### src/include/cdp_consts.svh
// Constants for the 8-bit processor core datapath and stack
`ifndef CDP_CONSTS_SVH
`define CDP_CONSTS_SVH
`define CDP_RESET_PC   16'h0000
`define CDP_SRAM_TOP   16'h3fff
`define CDP_BLK_COUNT  3'h4
`define CDP_MUL_CYCLES 2
// Flag positions in the status flag register
`define CDP_FLG_C 0
`define CDP_FLG_Z 1
`define CDP_FLG_N 2
`define CDP_FLG_V 3
`define CDP_FLG_S 4
`define CDP_FLG_I 7
// Instruction classes, bits 15:14
`define CDP_CLS_RR   2'h0
`define CDP_CLS_IMM  2'h1
`define CDP_CLS_MISC 2'h2
`define CDP_CLS_CALL 2'h3
`endif

### src/include/cdp_pkg.sv
// Types shared by the processor core datapath
package cdp_pkg;
    typedef enum logic [2:0] {
        ST_EXEC  = 3'h0,
        ST_MUL2  = 3'h1,
        ST_CALL2 = 3'h2,
        ST_RET2  = 3'h3,
        ST_RET3  = 3'h4,
        ST_POPW  = 3'h5
    } cdp_state_t;
    // Register-register operations, bits 13:10 of class RR
    typedef enum logic [3:0] {
        OP_ADD = 4'h0, OP_ADC = 4'h1, OP_SUB = 4'h2, OP_SBC = 4'h3,
        OP_AND = 4'h4, OP_OR = 4'h5, OP_XOR = 4'h6, OP_MOV = 4'h7,
        OP_CMP = 4'h8, OP_ADDW = 4'h9, OP_MUL = 4'ha, OP_MULS = 4'hb,
        OP_MULSU = 4'hc, OP_FMUL = 4'hd, OP_FMULS = 4'he, OP_FMULSU = 4'hf
    } cdp_rrop_t;
    // Single-register and flow operations, bits 13:10 of class MISC
    typedef enum logic [3:0] {
        MO_INC = 4'h0, MO_DEC = 4'h1, MO_COM = 4'h2, MO_LSR = 4'h3,
        MO_PUSH = 4'h4, MO_POP = 4'h5, MO_CALL_IND = 4'h6, MO_RET_SUB = 4'h7,
        MO_RET_INT = 4'h8, MO_JMP = 4'h9, MO_BRSET = 4'ha, MO_WR_STK_LO = 4'hb,
        MO_WR_STK_HI = 4'hc, MO_RD_STK_LO = 4'hd, MO_RD_STK_HI = 4'he, MO_SEI = 4'hf
    } cdp_misc_t;
endpackage

### src/hdl/cdp_core.sv
// Processor core: fetch, register file, ALU, multiplier and stack
`timescale 1ns/1ps
`include "cdp_consts.svh"

//
// Contract
// - Fetch starts at word 0; program counter holds next fetch address.
// - Separate program and data buses, usable in the same cycle.
// - One-stage prefetch: next word fetched while current one executes.
// - Runs on the core clock directly; one cycle per instruction except multiply, pop, calls, returns, jumps and taken branches.
// - Register and immediate ALU operations finish in one cycle, written back except compare.
// - Arithmetic, logic, bit and single-register ops, 8- and 16-bit adds.
// - Status flags updated after every arithmetic or logic operation.
// - 8x8 multiply to 16 bits, signed, unsigned, mixed, integer or fractional.
// - Each multiply takes exactly two clock cycles.
// - Mostly one-word instructions, plus a two-word absolute jump.
// - Calls and interrupts save the return word address on the stack.
// - Reset loads the stack pointer with the top SRAM address.
// - Stack pointer is two byte registers, readable and writable by software.
// - Stack grows down; byte push decrements by 1, pop increments by 1.
// - Calls and interrupt entry push two bytes; returns pop two bytes.
// - Return address low byte goes first, at the higher address.
// - Status flags are not saved or restored on interrupt entry or exit.
// - Low stack byte write blocks interrupts four instructions or until I/O write.
// - Thirty-two 8-bit working registers, separate from data memory.
module cdp_core (
    input  wire logic        ref_clk_i,
    input  wire logic        reset_i,
    output logic [15:0]      prog_addr_o,
    input  wire logic [15:0] prog_data_i,
    output logic [15:0]      data_addr_o,
    output logic [7:0]       data_wdata_o,
    output logic             data_we_o,
    output logic             data_re_o,
    input  wire logic [7:0]  data_rdata_i,
    input  wire logic        irq_req_i,
    input  wire logic [7:0]  irq_vector_i,
    output logic             irq_ack_o,
    output logic [7:0]       status_flag_register_o,
    output logic [15:0]      stack_pointer_o
);
    import cdp_pkg::*;

    function automatic logic is_misc(input logic [15:0] ir, input logic [3:0] code);
        is_misc = (ir[15:14] == `CDP_CLS_MISC) && (ir[13:10] == code);
    endfunction

    function automatic logic [7:0] cdp_flags(input logic [7:0] old, input logic [7:0] r,
                                             input logic c, input logic v);
        cdp_flags = old;
        cdp_flags[`CDP_FLG_C] = c;
        cdp_flags[`CDP_FLG_Z] = (r == 8'h00);
        cdp_flags[`CDP_FLG_N] = r[7];
        cdp_flags[`CDP_FLG_V] = v;
        cdp_flags[`CDP_FLG_S] = r[7] ^ v;
    endfunction

    logic [7:0]  rf_q [32];
    logic [15:0] program_counter_q;
    logic [15:0] stack_pointer_q;
    logic [7:0]  status_flag_register_q;
    logic [15:0] ir_q;
    logic        ir_v_q;
    cdp_state_t  st_q;
    logic [15:0] ra_q;
    logic [15:0] tgt_q;
    logic [7:0]  ret_hi_q;
    logic [4:0]  pop_dst_q;
    logic [15:0] mul_q;
    logic        mul_c_q;
    logic [2:0]  blk_q;
    logic        ack_q;
    logic [15:0] d_addr_q;
    logic [7:0]  d_wd_q;
    logic        d_we_q;
    logic        d_re_q;

    ////////////////////////////////////////////////////////////////////////////
    logic [1:0]  cls;
    logic [3:0]  op4;
    logic [4:0]  rd;
    logic [4:0]  rr;
    logic [4:0]  dst;
    logic [7:0]  opa;
    logic [7:0]  opb;
    logic        cin;
    logic        take_irq;
    logic        exec;
    logic        is_mul;
    logic        do_call;
    logic        do_ret;
    logic        do_push;
    logic        do_pop;
    logic [15:0] call_tgt;

    assign cls      = ir_q[15:14];
    assign op4      = ir_q[13:10];
    assign rd       = ir_q[9:5];
    assign rr       = ir_q[4:0];
    assign dst      = (cls == `CDP_CLS_IMM) ? {1'b1, ir_q[11:8]} : rd;
    assign opa      = rf_q[dst];
    assign opb      = (cls == `CDP_CLS_IMM) ? ir_q[7:0] : rf_q[rr];
    assign cin      = status_flag_register_q[`CDP_FLG_C];
    // Interrupts only between instructions, never inside a blocked window
    assign take_irq = (st_q == ST_EXEC) && ir_v_q && irq_req_i && (blk_q == 3'h0)
                    && status_flag_register_q[`CDP_FLG_I];
    assign exec     = (st_q == ST_EXEC) && ir_v_q && !take_irq;
    assign is_mul   = exec && (cls == `CDP_CLS_RR) && (op4 >= OP_MUL);
    assign do_call  = exec && ((cls == `CDP_CLS_CALL) || is_misc(ir_q, MO_CALL_IND));
    assign do_ret   = exec && (is_misc(ir_q, MO_RET_SUB) || is_misc(ir_q, MO_RET_INT));
    assign do_push  = exec && is_misc(ir_q, MO_PUSH);
    assign do_pop   = exec && is_misc(ir_q, MO_POP);
    // Relative target counts from the word after the call
    assign call_tgt = (cls == `CDP_CLS_CALL) ? program_counter_q + {{2{ir_q[13]}}, ir_q[13:0]}
                                              : {rf_q[31], rf_q[30]};

    ////////////////////////////////////////////////////////////////////////////
    logic        rf_we;
    logic [4:0]  rf_wa;
    logic [7:0]  rf_wd;
    logic        hi_we;
    logic [7:0]  hi_wd;
    logic [7:0]  fl_d;

    always_comb begin
        logic [8:0]  t;
        logic [16:0] w;
        logic        v;
        t     = 9'h000;
        w     = 17'h00000;
        v     = 1'b0;
        rf_we = 1'b0;
        rf_wa = dst;
        rf_wd = 8'h00;
        hi_we = 1'b0;
        hi_wd = 8'h00;
        fl_d  = status_flag_register_q;
        if (exec && (cls == `CDP_CLS_RR) && !is_mul) begin
            case (op4)
                OP_ADD, OP_ADC: begin
                    t = {1'b0, opa} + {1'b0, opb} + {8'h00, cin & op4[0]};
                    v = (opa[7] == opb[7]) && (t[7] != opa[7]);
                end
                OP_SUB, OP_SBC, OP_CMP: begin
                    t = {1'b0, opa} - {1'b0, opb} - {8'h00, cin & op4[0]};
                    v = (opa[7] != opb[7]) && (t[7] != opa[7]);
                end
                OP_AND:  t = {cin, opa & opb};
                OP_OR:   t = {cin, opa | opb};
                OP_XOR:  t = {cin, opa ^ opb};
                default: t = {cin, opb};
            endcase
            rf_we = (op4 != OP_CMP);
            rf_wd = t[7:0];
            if (op4 == OP_ADDW) begin
                // 16-bit add of a small constant to a register pair
                w     = {1'b0, rf_q[5'(dst + 5'h01)], opa} + {12'h000, rr};
                rf_wd = w[7:0];
                hi_we = 1'b1;
                hi_wd = w[15:8];
                fl_d  = cdp_flags(status_flag_register_q, w[15:8], w[16], 1'b0);
                fl_d[`CDP_FLG_Z] = (w[15:0] == 16'h0000);
            end else if (op4 != OP_MOV) begin
                fl_d = cdp_flags(status_flag_register_q, t[7:0], t[8], v);
            end
        end else if (exec && (cls == `CDP_CLS_IMM)) begin
            case (op4[3:2])
                2'h0: begin
                    t = {1'b0, opa} - {1'b0, opb};
                    v = (opa[7] != opb[7]) && (t[7] != opa[7]);
                end
                2'h1:    t = {cin, opa & opb};
                2'h2:    t = {cin, opa | opb};
                default: t = {cin, opb};
            endcase
            rf_we = 1'b1;
            rf_wd = t[7:0];
            if (op4[3:2] != 2'h3) begin
                fl_d = cdp_flags(status_flag_register_q, t[7:0], t[8], v);
            end
        end else if (exec && (cls == `CDP_CLS_MISC) && (op4 <= MO_LSR)) begin
            case (op4)
                MO_INC: begin
                    t = {cin, 8'(opa + 8'h01)};
                    v = (opa == 8'h7f);
                end
                MO_DEC: begin
                    t = {cin, 8'(opa - 8'h01)};
                    v = (opa == 8'h80);
                end
                MO_COM:  t = {1'b1, ~opa};
                default: begin
                    t = {opa[0], 1'b0, opa[7:1]};
                    v = opa[0];
                end
            endcase
            rf_we = 1'b1;
            rf_wd = t[7:0];
            fl_d  = cdp_flags(status_flag_register_q, t[7:0], t[8], v);
        end else if (exec && (is_misc(ir_q, MO_RD_STK_LO) || is_misc(ir_q, MO_RD_STK_HI))) begin
            rf_we = 1'b1;
            rf_wd = op4[0] ? stack_pointer_q[7:0] : stack_pointer_q[15:8];
        end else if (st_q == ST_POPW) begin
            rf_we = 1'b1;
            rf_wa = pop_dst_q;
            rf_wd = data_rdata_i;
        end else if (st_q == ST_MUL2) begin
            rf_we = 1'b1;
            rf_wa = 5'h00;
            rf_wd = mul_q[7:0];
            hi_we = 1'b1;
            hi_wd = mul_q[15:8];
            fl_d[`CDP_FLG_C] = mul_c_q;
            fl_d[`CDP_FLG_Z] = (mul_q == 16'h0000);
        end
    end

    // Register file: one byte port plus a pair port for 16-bit results
    always_ff @(posedge ref_clk_i) begin
        if (rf_we) begin
            rf_q[rf_wa] <= rf_wd;
        end
        if (hi_we) begin
            rf_q[5'(rf_wa + 5'h01)] <= hi_wd;
        end
    end

    ////////////////////////////////////////////////////////////////////////////
    logic        sa;
    logic        sb;
    logic signed [17:0] prod;

    assign sa   = opa[7] && (op4 == OP_MULS || op4 == OP_MULSU || op4 == OP_FMULS
                             || op4 == OP_FMULSU);
    assign sb   = opb[7] && (op4 == OP_MULS || op4 == OP_FMULS);
    assign prod = $signed({sa, opa}) * $signed({sb, opb});

    // Product is registered here and written to the pair in the second cycle
    always_ff @(posedge ref_clk_i) begin
        if (reset_i) begin
            mul_q   <= 16'h0000;
            mul_c_q <= 1'b0;
        end else if (is_mul) begin
            mul_q   <= (op4 >= OP_FMUL) ? {prod[14:0], 1'b0} : prod[15:0];
            mul_c_q <= prod[15];
        end
    end

    ////////////////////////////////////////////////////////////////////////////
    // Fetch and sequencing
    always_ff @(posedge ref_clk_i) begin
        if (reset_i) begin
            program_counter_q <= `CDP_RESET_PC;
            ir_q              <= 16'h0000;
            ir_v_q            <= 1'b0;
            st_q              <= ST_EXEC;
            ra_q              <= 16'h0000;
            tgt_q             <= 16'h0000;
            ret_hi_q          <= 8'h00;
            pop_dst_q         <= 5'h00;
            ack_q             <= 1'b0;
        end else begin
            ack_q <= 1'b0;
            case (st_q)
                ST_EXEC: begin
                    if (take_irq) begin
                        // Interrupted word has not run, so it is the return point
                        ra_q   <= program_counter_q - 16'h0001;
                        tgt_q  <= {8'h00, irq_vector_i};
                        ack_q  <= 1'b1;
                        st_q   <= ST_CALL2;
                        ir_v_q <= 1'b0;
                    end else if (do_call) begin
                        ra_q   <= program_counter_q;
                        tgt_q  <= call_tgt;
                        st_q   <= ST_CALL2;
                        ir_v_q <= 1'b0;
                    end else if (do_ret) begin
                        st_q   <= ST_RET2;
                        ir_v_q <= 1'b0;
                    end else if (exec && is_misc(ir_q, MO_JMP)) begin
                        program_counter_q <= prog_data_i;
                        ir_v_q            <= 1'b0;
                    end else if (exec && is_misc(ir_q, MO_BRSET)
                                 && status_flag_register_q[rr[2:0]]) begin
                        program_counter_q <= program_counter_q + {{11{rd[4]}}, rd};
                        ir_v_q            <= 1'b0;
                    end else begin
                        ir_q              <= prog_data_i;
                        ir_v_q            <= 1'b1;
                        program_counter_q <= program_counter_q + 16'h0001;
                        if (is_mul) begin
                            st_q <= ST_MUL2;
                        end
                        if (do_pop) begin
                            st_q      <= ST_POPW;
                            pop_dst_q <= rd;
                        end
                    end
                end
                ST_CALL2: begin
                    program_counter_q <= tgt_q;
                    st_q              <= ST_EXEC;
                end
                ST_RET2: begin
                    ret_hi_q <= data_rdata_i;
                    st_q     <= ST_RET3;
                end
                ST_RET3: begin
                    program_counter_q <= {ret_hi_q, data_rdata_i};
                    st_q              <= ST_EXEC;
                end
                default: st_q <= ST_EXEC;
            endcase
        end
    end

    ////////////////////////////////////////////////////////////////////////////
    // Data bus: pushes write at the pointer, pops read one above it
    always_ff @(posedge ref_clk_i) begin
        if (reset_i) begin
            d_we_q   <= 1'b0;
            d_re_q   <= 1'b0;
            d_addr_q <= 16'h0000;
            d_wd_q   <= 8'h00;
        end else begin
            d_we_q <= 1'b0;
            d_re_q <= 1'b0;
            if (take_irq || do_call) begin
                d_we_q   <= 1'b1;
                d_addr_q <= stack_pointer_q;
                d_wd_q   <= take_irq ? 8'(program_counter_q - 16'h0001)
                                     : program_counter_q[7:0];
            end else if (do_push) begin
                d_we_q   <= 1'b1;
                d_addr_q <= stack_pointer_q;
                d_wd_q   <= opa;
            end else if (do_pop || do_ret || st_q == ST_RET2) begin
                d_re_q   <= 1'b1;
                d_addr_q <= stack_pointer_q + 16'h0001;
            end else if (st_q == ST_CALL2) begin
                d_we_q   <= 1'b1;
                d_addr_q <= stack_pointer_q;
                d_wd_q   <= ra_q[15:8];
            end
        end
    end

    always_ff @(posedge ref_clk_i) begin
        if (reset_i) begin
            stack_pointer_q <= `CDP_SRAM_TOP;
        end else if (take_irq || do_call || do_push || st_q == ST_CALL2) begin
            stack_pointer_q <= stack_pointer_q - 16'h0001;
        end else if (do_pop || do_ret || st_q == ST_RET2) begin
            stack_pointer_q <= stack_pointer_q + 16'h0001;
        end else if (exec && is_misc(ir_q, MO_WR_STK_LO)) begin
            stack_pointer_q[7:0] <= opa;
        end else if (exec && is_misc(ir_q, MO_WR_STK_HI)) begin
            stack_pointer_q[15:8] <= opa;
        end
    end

    // Flags stay untouched by entry and exit apart from the enable bit
    always_ff @(posedge ref_clk_i) begin
        if (reset_i) begin
            status_flag_register_q <= 8'h00;
        end else begin
            status_flag_register_q <= fl_d;
            if (take_irq) begin
                status_flag_register_q[`CDP_FLG_I] <= 1'b0;
            end else if (exec && (is_misc(ir_q, MO_RET_INT) || is_misc(ir_q, MO_SEI))) begin
                status_flag_register_q[`CDP_FLG_I] <= 1'b1;
            end
        end
    end

    // Counts executed instructions; the high byte write is the next I/O write
    always_ff @(posedge ref_clk_i) begin
        if (reset_i) begin
            blk_q <= 3'h0;
        end else if (exec && is_misc(ir_q, MO_WR_STK_LO)) begin
            blk_q <= `CDP_BLK_COUNT;
        end else if (exec && blk_q != 3'h0) begin
            blk_q <= is_misc(ir_q, MO_WR_STK_HI) ? 3'h0 : blk_q - 3'h1;
        end
    end

    assign prog_addr_o            = program_counter_q;
    assign data_addr_o            = d_addr_q;
    assign data_wdata_o           = d_wd_q;
    assign data_we_o              = d_we_q;
    assign data_re_o              = d_re_q;
    assign irq_ack_o              = ack_q;
    assign status_flag_register_o = status_flag_register_q;
    assign stack_pointer_o        = stack_pointer_q;
endmodule

### config.mk
export PLATFORM = sky130hd
export DESIGN_NAME = cdp_core
export DESIGN_NICKNAME = d
export VERILOG_FILES = /design/src/include/cdp_pkg.sv /design/src/hdl/cdp_core.sv
export VERILOG_INCLUDE_DIRS = /design/src /design/src/include
export SDC_FILE = /design/constraint.sdc
export NUM_CORES = 2
export LEC_CHECK = 0
export ABC_AREA = 1
export ABC_CLOCK_PERIOD_IN_PS = 14250
export BUFFER_PORTS_ARGS = -buffer_cell sky130_fd_sc_hd__buf_2
export CORE_UTILIZATION = 45
export CTS_BUF_LIST = sky130_fd_sc_hd__clkbuf_2 sky130_fd_sc_hd__clkbuf_4 sky130_fd_sc_hd__clkbuf_8
export DETAILED_ROUTE_END_ITERATION = 10
export SYNTH_ARGS = -nofsm -noshare
export SYNTH_HDL_FRONTEND = slang
export SYNTH_SLANG_ARGS = --single-unit
### constraint.sdc
create_clock -name ref_clk_i -period 14.25 [get_ports ref_clk_i]
set_input_delay 1.425 -clock ref_clk_i [delete_from_list [all_inputs] [get_ports ref_clk_i]]
set_output_delay 1.425 -clock ref_clk_i [all_outputs]
set_load 0.05 [all_outputs]
* After elaboration in Yosys (flattened, before gate mapping)
Memory sizes are Yosys's and may differ from the RTL's. A register that Yosys moved wholly into a read port is not among the register bits.
Index checks and enable logic that the tools add are counted.
** Word-level totals
- Logic and storage cells :: 326
- Output and inout port bits :: 67
- Memory bits (writable) :: 256
- Flip-flop bits (word level) :: 150
- Memories kept :: 1
** Memory list
- rf_q :: depth 32, width 8, read ports 5, clocked after memory_dff 1, write ports 2, line cdp_core.sv:58 : logic [7:0] rf_q [32];
** Operators by class
- Bitwise gates (word level) :: 14
- Add/sub/neg operators :: 16
- Magnitude comparators :: 4
- Multipliers :: 1
- Equality and inequality tests :: 56
- Muxes and demuxes :: 120
- Reduce and logical (&&, ||, !) cells :: 91
** Operator list (count)
- 16-bit two-way mux :: 17
- 8-bit two-way mux :: 26
- 5-bit two-way mux :: 12
- 9-bit two-way mux :: 6
- 9-bit one-hot mux with 3 select lines :: 2
- 16-bit one-hot mux with 3 select lines :: 1
- 9-bit one-hot mux with 5 select lines :: 1
- 1-bit logical AND :: 40
- 1-bit two-way mux :: 36
- 3-bit two-way mux :: 11
- 16-bit by 1-bit adder with 16-bit output (second input constant) :: 2
- 16-bit adder :: 2
- 4-bit equality test (second input constant) :: 8
- 16-bit zero test :: 2
- 16-bit by 1-bit subtractor with 16-bit output (second input constant) :: 2
- 8-bit zero test :: 3
- 4-bit != test (second input constant) :: 5
- 3-bit nonzero test :: 6
- 16-bit by 5-bit adder with 17-bit output :: 1
- 4-bit by 3-bit equality test with 1-bit output (second input constant) :: 4
- 9-bit by 9-bit multiplier with 16-bit output :: 1
- 3-bit by 2-bit != test with 1-bit output (second input constant) :: 5
- 14-bit AND reduction :: 1
- 1-bit logical OR :: 13
- 55 further kinds :: 95

* Longest topological paths before layout
- Depth after elaboration :: 17
- Mapped depth :: 45
- Mapped depth without buffers :: 40

* Worst setup path before layout
No wires, ideal clock.
- Kind :: register to register
- Start :: register ir_q[15]
- End :: register mul_q[15]
- Path buffers :: 6
- Data required time :: 14180 ps
- Library setup time :: 70 ps
- Cell stages (with the launch flop) :: 39
- Arrival time :: 6801 ps
- Path slack :: 7378 ps
- Clock period less this slack :: 6872 ps
- Path through :: dfxtp_1 -> inv_2 -> nand3_1 -> nand2_2 -> buf_6 -> buf_6 -> buf_6 -> buf_4 -> buf_6 -> buf_2 -> a211oi_1 -> nor2_1 -> o221ai_1 -> nand2_2 -> inv_1 -> nand2_1 -> fa_1 -> fa_1 -> [3 not listed] -> inv_1 -> fa_1 -> inv_1 -> ha_1 -> a21oi_1 -> nand2_1 -> a21o_1 -> a21oi_1 -> o31ai_1 -> a21oi_1 -> nor2_1 -> nor2_1 -> xor2_1 -> nand3b_1 -> nand2_1 -> nand2_1 -> nand2_1 -> a21oi_1
** On the way
- Longest elaborated chain between the ends :: 6
- Elaborated cells on any way between the ends :: 11
** RTL lines
- start, declared :: line cdp_core.sv:62 : logic [15:0] ir_q;
- start signal, assigned :: line cdp_core.sv:289 : ir_q <= prog_data_i;
- 2-bit by 1-bit equality test with 1-bit output (no line)
- 5-bit two-way mux :: line cdp_core.sv:100 : assign dst = (cls == `CDP_CLS_IMM) ? {1'b1, ir_q[11:8]} : rd;
- memory 32 x 8 bit
- 1-bit logical AND :: line cdp_core.sv:233 : assign sa = opa[7] && (op4 == OP_MULS || op4 == OP_MULSU || op4 == OP_FMULS
- 9-bit by 9-bit multiplier with 16-bit output :: line cdp_core.sv:236 : assign prod = $signed({sa, opa}) * $signed({sb, opb});
- 16-bit two-way mux :: line cdp_core.sv:244 : mul_q <= (op4 >= OP_FMUL) ? {prod[14:0], 1'b0} : prod[15:0];
- end signal, assigned :: line cdp_core.sv:244
- end, declared :: line cdp_core.sv:69 : logic [15:0] mul_q;
Parallel ways exist; a longest one is shown, timed or not.
A chain may end at the register's enable or synchronous reset.

* Worst setup path in the final report
Same ends and word-level chain as after synthesis.

==> summary.md <==
| Metric | Value |
|---|---|
| Mapped Avg Cell Area | 6.88 sq um |
| Horiz. Die Dim | 276 microns |
| Post-DP HPWL | 102 mm |
| Post-synth EDFFs | 256 |
| Maximum achievable frequency | 109 MHz |
| DRT Pass-1 Iters | 7 |
| Critical Path Source Type | flip-flop |
| Remaining global-route overflow | 0 |
| Root Driver | clkbuf_8 |
| Area of the core region | 0.0735 sq mm |
| Type of the setup path with the least slack | reg2reg |
| DR DRC count | 0 |
| Largest net degree at the start of global routing | 152 |
| Share of post-route cells with drive strength above 1 | 8.42% |
| Worst-path maximum fanout | 80 |
| Final hold viol count | 0 |
| Area of the multi-input gates | 0.0196 sq mm |
| Data arrival, critical path | 9.81 ns |
| Cell type with the largest total area after synthesis | edfxtp_1 |
| Last weighted congestion value of the routability-driven placer | 1.04 |
| Final setup vio count | 0 |
| Detailed-route wire length per cell | 24.7 microns |
| RSZ-0062 raised after global routing | false |
| Total Nets Final | 5054 |
| Antenna Nets Post-Route | 0 |
| Final routed wirelength across all metal layers | 145 mm |
| # clock sinks | 403 |
| Slew at the pin closest to its max-slew limit | 1.30 ns |
| Synth top area cells | edfxtp_1, nand2_1, dfxtp_1, o21ai_0, nand3_1 |
| Leakage power summed over all cells | 15.4 nW |
| Count of state elements after synthesis | 403 |
| Relative slew slack | 12.4% |
| Final clock skew | 0.0475 ns |
| Post-synthesis cell area | 0.0337 sq mm |
| Capture instance of the worst register-to-register path | mul_q[15]$_SDFFE_PP0P_ |
| Overall routing resource usage | 37.5% |
| Start of the worst register-to-register path | ir_q[15]$_SDFFE_PP0P_ |
| Antenna violations before repair | 7 |
| Clock transition at the register clock pins on the worst setup and hold paths after CTS | 0.06 ns |
| Boundary pin count | 102 |
| Total CTS buffers | 79 |
| Cell Pwr Density | 179 mW/mm^2 |
| Vias after detailed routing | 35811 |
| Buffer count from post-CTS setup fixing | 0 |
| Worst min path class | reg2reg |
| Type of destination of the critical path | flip-flop |
| Total non-filler cell area in the finished layout | 0.0361 sq mm |
| CP max stage delay | 0.77 ns |
| Distinct cell type count of the synthesized netlist | 73 |
| Reg2Reg Setup Slack | 5.04 ns |
| Skew-Pair Late Insertion Delay | 0.72 ns |
| Area enclosed by the die boundary | 0.0760 sq mm |
| Number of warnings printed during yosys synthesis | 0 |
| Number of maximum-capacitance constraint violations | 0 |
| Number of core rows | 99 |
| Synthesis-to-finish area growth | 7.20% |
| Clock tree from TritonCTS | done |
| Longest Clk Path Bufs | 3 |
| Via/cell ratio | 6.10 |
| Total of cells resized after clock tree synthesis | 0 |
| Capture point of the critical path | mul_q[15]$_SDFFE_PP0P_ |
| Placed cell areas | 0.0345 sq mm |
| Port Buffer Count | 99 |
| Library cell contributing the largest single delay on the critical path | buf_4 |
| Violation count after the first detailed-route iteration | 5508 |
| Filler cell count in the final layout | 7538 |
| Highest-count cells in the layout ignoring fill and taps | nand2_1, o21ai_0, inv_1 |
| Cell depth of the worst flop-to-flop path | 36 |
| Hold-fix buffers, CTS | 0 |
| Post-synth top flop | edfxtp_1 |
| Total number of H-tree levels | 3 |
| Asr flop ratio synth | 0% |
| Initial core utilization | 45.9% |
| Most common library cell in the layout ignoring fill and taps | nand2_1 |
| Cells after Synth | 4897 |
| Count of final max-slew check failures | 0 |
| Launching instance or port of the critical path | ir_q[15]$_SDFFE_PP0P_ |
| Final critical-path required period | 9.21 ns |
| Worst supply voltage drop on vdd | 0.000296 V |
| Result of the run | completed |
| Wire length of the first global-routing pass | 211 mm |
| Sequential element share of the synthesized area | 31.6% |
| Share of Yosys cell area claimed by the top area cell type | 22.8% |
| Area taken by flip-flops and latches | 0.0106 sq mm |
| Setup TNS | 0 ns |
| Die height | 276 microns |
| Final worst-path cycle share | 64.6% |
| Critical path data required time | 14.85 ns |
| Vias in the first global route | 31566 |
[kinds of logic (layout without fill, tap and decap cells)]
family,Yosys count,count (layout),synth area share (%)
and+or+nand+nor,2167,2167,26.9
other,1,8,0.0111
xor gates and xnor gates,77,77,2.02
adders and majority gates,174,174,8.02
muxes,1,1,0.0297
buffers and inverters,830,837,10.6
DFF,403,403,31.6
AOI/OAI and AO/OA,1244,1244,20.8
[worst min path at each step]
stage,startpoint,end,slack [ns],cells after the start
floorplan,pop_dst_q[1]$_SDFFE_PP0P_,pop_dst_q[1]$_SDFFE_PP0P_,0.43,2
global placement,tgt_q[12]$_SDFFE_PP0P_,tgt_q[12]$_SDFFE_PP0P_,0.46,2
detailed placement,tgt_q[12]$_SDFFE_PP0P_,tgt_q[12]$_SDFFE_PP0P_,0.46,2
CTS,tgt_q[12]$_SDFFE_PP0P_,tgt_q[12]$_SDFFE_PP0P_,0.47,2
global route,tgt_q[12]$_SDFFE_PP0P_,tgt_q[12]$_SDFFE_PP0P_,0.49,2
finish,tgt_q[12]$_SDFFE_PP0P_,tgt_q[12]$_SDFFE_PP0P_,0.47,2
[through the flow]
step / setup slack (ns) / utilization [%] / hold WS, ns / power (mW) / cells
after floorplan: 7.38 / - / 0.430 / 4.14 / 4898
after global placement: 5.37 / 46.9 / 0.456 / 5.08 / 5723
after detailed placement: 5.20 / 46.9 / 0.457 / 5.10 / 5723
after CTS: 5.16 / 49.1 / 0.466 / 6.38 / 5864
after global routing: 4.50 / 49.2 / 0.486 / 7.01 / 5868
final: 5.04 / 49.2 / 0.470 / 6.45 / 5870
[sequential cells by signal, indices dropped and copies added (netlist names), 3 cells and up, named ones only]
register and count:
mul_q 16, ra_q 8, blk_q 3, data_wdata_o 8, pop_dst_q 5, prog_addr_o 16
ret_hi_q 8, stack_pointer_o 16, tgt_q 16, ir_q 16, st_q 3, data_addr_o 16
rf_q 256, status_flag_register_o 6
[critical path, delay by kind of cell, from the launching register on]
kind	cells	cell delay [ns]
fa+ha+maj	7	3.06
simple gates	12	2.16
compound gates	9	1.75
buf+inv	7	1.49
flops	1	0.40
xor+xnor	1	0.18
[layout make-up]
| type | count | share of cell area, % |
|---|---|---|
| tap | 959 | 3.32 |
| clock inverter | 33 | 0.800 |
| sequential | 403 | 29.4 |
| inverter | 522 | 5.44 |
| multi-input combinational | 3665 | 54.3 |
| timing repair buffer | 174 | 2.93 |
| antenna | 6 | 0.0416 |
| clock buffer | 108 | 3.77 |
[power by group]
part	switching [mW]	leakage (nW)	internal (mW)
clock	0.578	0.873	0.696
sequential	0.0817	3.54	1.36
combinational	2.52	11.0	1.22
total	3.18	15.4	3.27
[cells in the mapped netlist, drive strengths merged (16+ instances only)]
cell type and instances:
xor2 61, nor2 321, a31oi 33, ha 104, fa 70, buf 175, inv 508, nand2 1289
clkbuf 133, nor3 61, o22ai 27, a221oi 19, edfxtp 256, o211ai 84, a21oi 349, dfxtp 147
nand4 17, nand3 452, o221ai 20, o21ai 637, xnor2 16
[routing by layer]
metal	vias up	GRT usage, %	share of wire [%]
li1	16413	-	-
met1	16778	54.6	42
met2	2290	52.6	40
met3	320	10.6	14
met4	10	12.7	3.5
met5	-	0	0.051
(Power assumes the default switching activity.)
